===== src/core/sram_bus_pkg.sv =====
// Constants and types shared by the burst SRAM bus block
package sram_bus_pkg;
    localparam int unsigned DATA_W      = 36;
    localparam int unsigned LANES       = 4;
    localparam int unsigned LANE_W      = 9;
    localparam int unsigned ADDR_W      = 21;
    localparam int unsigned MEM_DEPTH   = 2097152;
    localparam int unsigned FIFO_DEPTH  = 32;
    localparam int unsigned FIFO_AW     = 5;
    localparam logic [1:0]  BURST_RST   = 2'h0;
    localparam logic        OE_RST      = 1'b0;
    localparam logic [3:0]  LANE_NONE   = 4'h0;
    localparam logic [3:0]  LANE_ALL    = 4'hF;

    typedef enum logic [1:0] {
        BUS_IDLE,
        BUS_READ,
        BUS_WRITE,
        BUS_SLEEP
    } bus_state_t;
endpackage


===== src/core/sram_fifo.sv =====
// Parameterised valid/ready FIFO with registered read data
`timescale 1ns/10ps
module sram_fifo #(
    parameter int unsigned WIDTH = 36,
    parameter int unsigned DEPTH = 32,
    parameter int unsigned AW    = 5
) (
    // Clock and reset
    input  wire logic             i_sys_clk,
    input  wire logic             i_sys_rst,
    // Fill side
    input  wire logic             i_in_valid,
    output logic                  o_in_ready,
    input  wire logic [WIDTH-1:0] i_in_data,
    // Drain side
    output logic                  o_out_valid,
    input  wire logic             i_out_ready,
    output logic [WIDTH-1:0]      o_out_data
);
    logic [WIDTH-1:0] mem_q [DEPTH];
    logic [AW:0]      wr_ptr_q;
    logic [AW:0]      rd_ptr_q;
    logic [WIDTH-1:0] out_q;
    logic             out_vld_q;

    wire full     = (wr_ptr_q[AW] != rd_ptr_q[AW]) && (wr_ptr_q[AW-1:0] == rd_ptr_q[AW-1:0]);
    wire empty    = (wr_ptr_q == rd_ptr_q);
    wire push     = i_in_valid && !full;
    // Output stage refills when empty or being drained
    wire pop      = !empty && (!out_vld_q || i_out_ready);

    assign o_in_ready  = !full;
    assign o_out_valid = out_vld_q;
    assign o_out_data  = out_q;

    always_ff @(posedge i_sys_clk)
    begin
        if (push)
            mem_q[wr_ptr_q[AW-1:0]] <= i_in_data;
    end

    always_ff @(posedge i_sys_clk)
    begin
        if (i_sys_rst)
        begin
            wr_ptr_q  <= '0;
            rd_ptr_q  <= '0;
            out_vld_q <= 1'b0;
            out_q     <= '0;
        end
        else
        begin
            if (push)
                wr_ptr_q <= wr_ptr_q + 1'b1;
            if (pop)
            begin
                rd_ptr_q  <= rd_ptr_q + 1'b1;
                out_q     <= mem_q[rd_ptr_q[AW-1:0]];
                out_vld_q <= 1'b1;
            end
            else if (i_out_ready)
                out_vld_q <= 1'b0;
        end
    end
endmodule


===== src/core/sram_bus_core.sv =====
// Synchronous flow-through burst SRAM bus control and data path
`timescale 1ns/10ps
module sram_bus_core
    import sram_bus_pkg::*;
(
    // Clock and reset
    input  wire logic                              i_sys_clk,
    input  wire logic                              i_sys_rst,
    // Selects and strobes
    input  wire logic                              i_chip_sel_a_n,
    input  wire logic                              i_chip_sel_b,
    input  wire logic                              i_chip_sel_c_n,
    input  wire logic                              i_proc_addr_strobe_n,
    input  wire logic                              i_ctrl_addr_strobe_n,
    input  wire logic                              i_adv_n,
    input  wire logic                              i_burst_linear,
    input  wire logic [sram_bus_pkg::ADDR_W-1:0]   i_addr,
    // Write controls
    input  wire logic                              i_global_wr_n,
    input  wire logic                              i_byte_wr_en_n,
    input  wire logic [sram_bus_pkg::LANES-1:0]    i_lane_wr_n,
    // Sleep
    input  wire logic                              i_sleep_req,
    // Data pins
    input  wire logic [sram_bus_pkg::DATA_W-1:0]   i_dq,
    output logic [sram_bus_pkg::DATA_W-1:0]        o_dq,
    output logic                                   o_dq_oe,
    // Write data path to storage
    output logic                                   o_wr_valid,
    input  wire logic                              i_wr_ready,
    output logic [sram_bus_pkg::ADDR_W-1:0]        o_wr_addr,
    output logic [sram_bus_pkg::LANES-1:0]         o_wr_lanes,
    output logic [sram_bus_pkg::DATA_W-1:0]        o_wr_data,
    // Read data from storage
    input  wire logic [sram_bus_pkg::DATA_W-1:0]   i_rd_data,
    output logic [sram_bus_pkg::ADDR_W-1:0]        o_rd_addr,
    // Status
    output logic                                   o_selected,
    output logic                                   o_sleeping,
    output logic                                   o_sleep_violation,
    output logic                                   o_wr_stall
);
    import sram_bus_pkg::*;

    localparam int unsigned PKT_W = ADDR_W + LANES + DATA_W;

    bus_state_t              state_q;
    bus_state_t              state_d;
    logic [ADDR_W-1:0]       base_q;
    logic [1:0]              burst_q;
    logic                    dq_oe_q;
    logic [DATA_W-1:0]       dq_q;
    logic                    viol_q;

    // ------------------------------------------------------------
    // Decode
    // ------------------------------------------------------------
    // composite select
    wire selected   = !i_chip_sel_a_n && i_chip_sel_b && !i_chip_sel_c_n;
    wire strobe     = !i_proc_addr_strobe_n || !i_ctrl_addr_strobe_n;
    // Processor strobe ignores write enables: always a read start
    wire start      = selected && strobe && !i_sleep_req;
    wire full_wr    = !i_global_wr_n || (!i_byte_wr_en_n && (i_lane_wr_n == LANE_NONE));
    wire [LANES-1:0] lane_en = !i_global_wr_n ? LANE_ALL :
                               (!i_byte_wr_en_n ? ~i_lane_wr_n : LANE_NONE);
    wire any_wr     = full_wr || (lane_en != LANE_NONE);
    wire proc_start = start && !i_proc_addr_strobe_n;
    wire wr_cycle   = any_wr && !proc_start && !i_sleep_req &&
                      (state_q == BUS_READ || state_q == BUS_WRITE || (start && i_proc_addr_strobe_n));
    wire rd_start   = start && (proc_start || !any_wr);
    wire advance    = !strobe && !i_adv_n && state_q != BUS_IDLE && state_q != BUS_SLEEP;

    // Burst address: linear or interleaved 2-bit sequence
    wire [1:0] burst_d   = advance ? burst_q + 2'h1 : (start ? BURST_RST : burst_q);
    wire [1:0] base_lo   = start ? i_addr[1:0] : base_q[1:0];
    wire [1:0] low_bits  = i_burst_linear ? 2'(base_lo + burst_d) : (base_lo ^ burst_d);
    wire [ADDR_W-1:0] cur_addr = {(start ? i_addr[ADDR_W-1:2] : base_q[ADDR_W-1:2]), low_bits};

    // ------------------------------------------------------------
    // Write buffer
    // ------------------------------------------------------------
    logic               fifo_in_ready;
    logic [PKT_W-1:0]   fifo_out;
    wire                push = wr_cycle;

    // Back-pressure: a write taken while the buffer is full is lost, flagged
    assign o_wr_stall = !fifo_in_ready;

    sram_fifo #(
        .WIDTH (PKT_W),
        .DEPTH (FIFO_DEPTH),
        .AW    (FIFO_AW)
    ) u_wr_fifo (
        .i_sys_clk   (i_sys_clk),
        .i_sys_rst   (i_sys_rst),
        .i_in_valid  (push),
        .o_in_ready  (fifo_in_ready),
        .i_in_data   ({cur_addr, lane_en, i_dq}),
        .o_out_valid (o_wr_valid),
        .i_out_ready (i_wr_ready),
        .o_out_data  (fifo_out)
    );

    assign o_wr_addr  = fifo_out[PKT_W-1 -: ADDR_W];
    assign o_wr_lanes = fifo_out[DATA_W +: LANES];
    assign o_wr_data  = fifo_out[DATA_W-1:0];
    assign o_rd_addr  = cur_addr;

    // ------------------------------------------------------------
    // Bus state
    // ------------------------------------------------------------
    always_comb
    begin
        state_d = state_q;
        unique case (state_q)
            BUS_IDLE, BUS_READ, BUS_WRITE:
            begin
                if (i_sleep_req)
                    state_d = BUS_SLEEP;
                else if (rd_start)
                    state_d = BUS_READ;
                else if (wr_cycle)
                    state_d = BUS_WRITE;
                else if (strobe && !selected)
                    state_d = BUS_IDLE;
            end
            BUS_SLEEP:
            begin
                // stay off after sleep until a strobed read
                if (!i_sleep_req)
                    state_d = BUS_IDLE;
            end
        endcase
    end

    always_ff @(posedge i_sys_clk)
    begin
        if (i_sys_rst)
        begin
            state_q <= BUS_IDLE;
            base_q  <= '0;
            burst_q <= BURST_RST;
            viol_q  <= 1'b0;
        end
        else
        begin
            state_q <= state_d;
            burst_q <= burst_d;
            if (start)
                base_q <= i_addr;
            // sleep entry while still selected is flagged
            viol_q  <= i_sleep_req && (state_q != BUS_SLEEP) && selected;
        end
    end

    // ------------------------------------------------------------
    // Output drivers
    // ------------------------------------------------------------
    always_ff @(posedge i_sys_clk)
    begin
        if (i_sys_rst)
        begin
            dq_oe_q <= OE_RST;
            dq_q    <= '0;
        end
        else
        begin
            // outputs enabled only by a read, off after writes
            dq_oe_q <= (state_d == BUS_READ) && !wr_cycle;
            dq_q    <= i_rd_data;
        end
    end

    assign o_dq              = dq_q;
    assign o_dq_oe           = dq_oe_q;
    assign o_selected        = selected;
    assign o_sleeping        = (state_q == BUS_SLEEP);
    assign o_sleep_violation = viol_q;
endmodule


===== config.mk =====
export PLATFORM = sky130hd
export DESIGN_NAME = sram_bus_core
export DESIGN_NICKNAME = d
export VERILOG_FILES = /design/src/core/sram_bus_pkg.sv /design/src/core/sram_fifo.sv /design/src/core/sram_bus_core.sv
export SDC_FILE = /design/constraint.sdc
export NUM_CORES = 2
export LEC_CHECK = 0
export ABC_AREA = 1
export ABC_CLOCK_PERIOD_IN_PS = 8400
export BUFFER_PORTS_ARGS = -buffer_cell sky130_fd_sc_hd__buf_2
export CORE_MARGIN = 1.5
export CORE_UTILIZATION = 40
export DETAILED_ROUTE_END_ITERATION = 6
export PLACE_DENSITY = 0.57
export SLEW_MARGIN = 20
export SYNTH_ARGS = -nofsm -noshare
export SYNTH_HDL_FRONTEND = slang
export SYNTH_SLANG_ARGS = --single-unit

===== constraint.sdc =====
create_clock -name i_sys_clk -period 8.4 [get_ports i_sys_clk]
set_clock_uncertainty 0.1 [all_clocks]
set_input_delay 1.26 -clock i_sys_clk [delete_from_list [all_inputs] [get_ports i_sys_clk]]
set_output_delay 1.26 -clock i_sys_clk [all_outputs]
set_load 0.02 [all_outputs]

# --- Word level (Yosys, flattened, before mapping) ---
# Memory sizes are Yosys's and may differ from the RTL's. A register that Yosys moved wholly into a read port is not among the register bits.
# Cells that the tools add are included.
classes:
  add_sub_neg: 4
  n_eq_ne: 8
  mux: 17
  n_bitwise: 2
  n_reduce_logical: 50
op_table:
  columns: ["op", "n"]
  rows:
  - ["logical AND 1 bit", 21]
  - ["2-to-1 mux 19 bit", 1]
  - ["2-to-1 mux 2 bit", 9]
  - ["zero test 1 bit", 16]
  - ["adder 6 x 1 -> 6 bit, second input constant", 2]
  - ["2-to-1 mux 4 bit", 2]
  - ["logical OR 1 bit", 7]
  - ["equality test 6 bit", 1]
  - ["equality test 5 bit", 1]
  - ["equality test 2 x 1 -> 1 bit, second input constant", 2]
  - ["equality test 2 bit, second input constant", 2]
  - ["zero test 4 bit", 1]
  - ["2-to-1 mux 1 bit", 4]
  - ["inverter 4 bit", 1]
  - ["one-hot mux 2 bit (2 select lines)", 1]
  - ["nonzero test 2 bit", 2]
  - ["nonzero test 4 bit", 1]
  - ["OR reduction 3 bit", 1]
  - ["adder 2 x 1 -> 2 bit, second input constant", 1]
  - ["adder 2 bit", 1]
  - ["zero test 2 bit", 1]
  - ["inequality test 2 bit, second input constant", 1]
  - ["bitwise XOR 2 bit", 1]
  - ["inequality test 1 bit", 1]
word_totals:
  reg_bits: 76
  mem_bits_rw: 1952
  in_bits: 110
  out_inout_bits: 124
  n_memories: 1
mem_list:
  columns: ["name", "depth", "word_bits", "read_ports", "rd_ports_with_merged_regs", "write_ports", "line", "text"]
  rows:
  - ["u_wr_fifo.mem_q", 32, 61, 1, 1, 1, "sram_fifo.sv:20", "logic [WIDTH-1:0] mem_q [DEPTH];"]

# --- Longest topological paths before layout ---
logic_depth:
  ltp_word: 16
  depth_mapped: 13

# --- By module ---
# From an unflattened synthesis, not the netlist that was laid out.
hier_totals:
  cells_unflattened: 8085
  area_unflattened_um2: 86325.3
modules_own_cells:
  columns: ["mod", "n_inst", "cells_each", "area_each_um2"]
  rows:
  - ["sram_fifo", 1, 7783, 83866.7]
  - ["sram_bus_core", 1, 302, 2458.6]

# --- Worst setup path after synthesis ---
# Ideal clock, no wire load.
synth_timing:
  kind: "input -> register"
  from: "input i_chip_sel_a_n"
  to: "memory u_wr_fifo.mem_q[31][0] in the netlist's numbering (enable)"
  setup_time_ns: 0.568
  arrival_time_ns: 6.862
  t_required_ns: 7.732
  path_slack_ns: 0.870
  cell_stages: 7
  n_path_buf: 0
  path_cell_list: "nor3_2 nand2_1 nand2_1 nand2_1 nor2_2 nand2_1 nor3b_1"
synth_between:
  elab_chain_len: 13
synth_lines:
  columns: ["element", "line", "text"]
  rows:
  - ["from (decl)", "sram_bus_core.sv:10", "input wire logic i_chip_sel_a_n,"]
  - ["zero test 1 bit *", "sram_bus_core.sv:59", "wire selected = !i_chip_sel_a_n && i_chip_sel_b && !i_chip_sel_c_n;"]
  - ["logical AND 1 bit * (2 in series)", "sram_bus_core.sv:59", null]
  - ["logical AND 1 bit * (2 in series)", "sram_bus_core.sv:62", "wire start = selected && strobe && !i_sleep_req;"]
  - ["logical AND 1 bit", "sram_bus_core.sv:67", "wire proc_start = start && !i_proc_addr_strobe_n;"]
  - ["zero test 1 bit", "sram_bus_core.sv:68", "wire wr_cycle = any_wr && !proc_start && !i_sleep_req &&"]
  - ["logical AND 1 bit (2 in series)", "sram_bus_core.sv:68", null]
  - ["logical AND 1 bit *", "sram_bus_core.sv:68", null]
  - ["logical AND 1 bit *", "sram_fifo.sv:28", "wire push = i_in_valid && !full;"]
  - ["2-to-1 mux 1 bit *", "sram_fifo.sv:38", "if (push)"]
  - ["2-to-1 mux 1 bit (not written as such) *", "sram_fifo.sv:39", "mem_q[wr_ptr_q[AW-1:0]] <= i_in_data;"]
  - ["to (decl)", "sram_fifo.sv:20", null]
# Every way passes the cells marked *; elsewhere a longest branch is shown, timed or not.

# --- Final worst setup path ---
layout_timing:
  from: "input i_proc_addr_strobe_n"
  to: "output o_rd_addr[1] in the netlist's numbering"
layout_between:
  elab_chain_len: 9
layout_lines:
  columns: ["element", "line", "text"]
  rows:
  - ["from (decl)", "sram_bus_core.sv:13", "input wire logic i_proc_addr_strobe_n,"]
  - ["zero test 1 bit *", "sram_bus_core.sv:60", "wire strobe = !i_proc_addr_strobe_n || !i_ctrl_addr_strobe_n;"]
  - ["logical OR 1 bit *", "sram_bus_core.sv:60", null]
  - ["zero test 1 bit", "sram_bus_core.sv:71", "wire advance = !strobe && !i_adv_n && state_q != BUS_IDLE && state_q != BUS_SLEEP;"]
  - ["logical AND 1 bit (3 in series)", "sram_bus_core.sv:71", null]
  - ["2-to-1 mux 2 bit", "sram_bus_core.sv:74", "wire [1:0] burst_d = advance ? burst_q + 2'h1 : (start ? BURST_RST : burst_q);"]
  - ["adder 2 bit / bitwise XOR 2 bit (equally long branches)", "sram_bus_core.sv:76", "wire [1:0] low_bits = i_burst_linear ? 2'(base_lo + burst_d) : (base_lo ^ burst_d);"]
  - ["2-to-1 mux 2 bit *", "sram_bus_core.sv:76", null]
  - ["to (decl)", "sram_bus_core.sv:36", "output logic [sram_bus_pkg::ADDR_W-1:0] o_rd_addr,"]
# Marks and branches as above.

==> run metrics <==
Congestion Overflow GR 0; clock buffer depth 3; gr usage total 21.6%; I/O Buffers 233; top_reg_cell synth edfxtp_1; net switching power around 9.1 mW; Mapped Cells 8078; most common library cells after synthesis nand2_1 (2673), edfxtp_1 (1952), nand3_1 (1176); switching share of power 32.7%; Clock Power Share 34.2%; Pint 18.8 mW; area leader, netlist edfxtp_1; Worst Reg-to-Reg Cells 11; Final Hold Vio Count 0; Root Driver clkbuf_16; # hold bufs at CTS 0; depth of the CTS H-tree 4; Min-Delay Path Class register to register; 1st-pass router iterations 5; outcome complete, no violations; dpl ws 2.85 ns; #FFs+latches synth 2089; cell row count 170; worst path arrival time around 3.8 ns; FILL cells ~20000; worst hold start u_wr_fifo.o_out_data[6]; Max rail drop VDD 274 uV; crit path capture o_rd_addr[1]; Post-Route WL about 240 mm; R2R Setup Slk approximately 3.4 ns; leakage roughly 39 nW; full die area 218000 um2; asr flop ratio synth 0%; RSZ-0062 raised after global routing no; Post-CTS Setup Bufs 0; Worst Path Required 7.04 ns; Tot Pwr between 20 and 30 mW; max_cap viols 0; Worst-Margin Slew approximately 1.2 ns; mapped cell area 86200 um2; Starting Density 40.2%; critical path launch point type input pin; Seq/Total Area, Yosys 71.2%; Avg Inst Size Synth 10.7 um2; Final Cycle Share 61.9%; final cell count without fillers 11200; layout cells sized above 1 8.53%; setup_tns 0 ns; core area 214000 um2; fin util 45.4%; Slew HR 20.7%; vias post-DR 57200; number of global-route vias before repair 55100; Comb pwr share 23.6%; Crit Reg-Reg Endpoint u_wr_fifo.o_out_data[30]; crit path max fanout 33; kind of critical path input pin to output pin; Synth warnings 0; placed insts around 11000; top cells by area, synth edfxtp_1 (68%), nand2_1 (12%), nand3_1 (6.8%); Seq pwr share 42.2%; Netlist cell types 30; CP endpoint kind output pin; EDFF count, synth about 2000; Top-Level Pins roughly 230; post-route ant nets 0; top-count cell post-synth nand2_1; post-synth top area share between 60% and 70%; die width around 470 um; initial antenna violation count 7; CTS Sinks 2089; critical path launch point i_proc_addr_strobe_n; largest net degree at the start of global routing 215; final setup fails 0; Die H 467 um; CTS tree done; global-route wire length before repair 355 mm; post_cts resized 0; per-cell routed wire length ~21 um; P&R area growth vs syn 13.0%; worst r2r src u_wr_fifo.rd_ptr_q[0]; clock latency on the worst-skew pair approximately 0.86 ns; vias per std cell 5.10; clk slew on worst S/H paths 0.06 ns; Max Freq 192 MHz; final hold slack roughly 0.36 ns; Final Max Tran Viols 0; post-DP HPWL 121 mm; gpl congestion 0.776; Cell Area, Placed 90300 um2; Final WS setup 3.20 ns; final instance area 97400 um2; DR DRC count 0; Cell Pwr Density about 290 nW/um2; Post-Syn Nets 8196; Total Nets Final 8310; fin crit period 5.20 ns; CTS Buf Count 219; DRT iter0 DRCs 5216
[routing by layer]
metal  GRT usage [%]  vias up  routed length [um]
met5               0        -                   0
li1                -    26900                   -
met1            30.2    28000              104000
met2            35.0     1906              113000
met4            6.00        0                6050
met3            3.25      357               15600
[worst max-delay path: stages]
cell	delay [ns]
buf_2	0.11
nand2_1	0.07
inv_1	0.07
nor2_1	0.12
nand2_1	0.09
inv_1	0.49
or2_2	0.21
o21ai_0	0.09
inv_1	0.08
ha_2	0.16
nand2_1	0.07
xnor2_1	0.24
xor2_2	0.15
buf_4	0.36
buf_2	0.25
[state kept, by name (all words and copies together), names as in the netlist]
name and count:
u_wr_fifo.mem_q 1952, base_q 21, u_wr_fifo.o_out_data 61, u_wr_fifo.o_out_valid 1, u_wr_fifo.wr_ptr_q 6, o_dq_oe 1, state_q 2, o_dq 36
burst_q 2, o_sleep_violation 1, u_wr_fifo.rd_ptr_q 6
[power groups by stage]
stage	Combinational, mW	Sequential, mW	Clock (mW)
6_report	6.58	11.8	9.52
4_1_cts	6.63	11.8	9.68
3_3_place_gp	6.54	12.0	0
2_1_floorplan	4.46	12.1	0
3_5_place_dp	6.61	12.0	0
5_1_grt	7.37	11.8	10.1
[worst min path at each step]
| stage | slack, ns | to | cells after the start |
|---|---|---|---|
| detailed placement | 0.35 | u_wr_fifo.o_out_data[8] | 2 |
| finish | 0.36 | u_wr_fifo.o_out_data[6] | 2 |
| global route | 0.38 | u_wr_fifo.o_out_data[35] | 2 |
| floorplan | 0.38 | u_wr_fifo.wr_ptr_q[5] | 2 |
| CTS | 0.36 | u_wr_fifo.o_out_data[8] | 2 |
| global placement | 0.35 | u_wr_fifo.o_out_data[38] | 2 |
[final cells by class]
cell class                      count  area, um2  area share, %
Clock inverter                    127       1200           1.23
Tap cell                         2838       3550           3.65
Inverter                          883       3350           3.44
Timing Repair Buffer              334       2260           2.32
Clock buffer                      282       5810           5.97
Sequential cell                  2089      61400           63.0
Multi-Input combinational cell   4665      19800           20.4
Antenna cell                        3       7.51        0.00771
[cells in the final DEF (no fill, tap or decap), drive strengths merged, types with 19 or more instances in the layout]
master and instances:
a21oi 194, buf 334, bufinv 19, clkbuf 282, clkinv 94, dfxtp 137, edfxtp 1952, inv 892
nand2 2678, nand3 1176, nor2 472, o21ai 96, or2 21
[cell families after synthesis]
group                    synth area share (%)
AND/OR/NAND/NOR                          20.8
flip-flops                               71.2
buffers and inverters                    6.07
AO/OA/AOI/OAI                            1.69
XOR/XNOR                                0.112
adder cells (fa/ha/maj)                 0.116
Note: power is estimated with default switching activity, not from simulation.
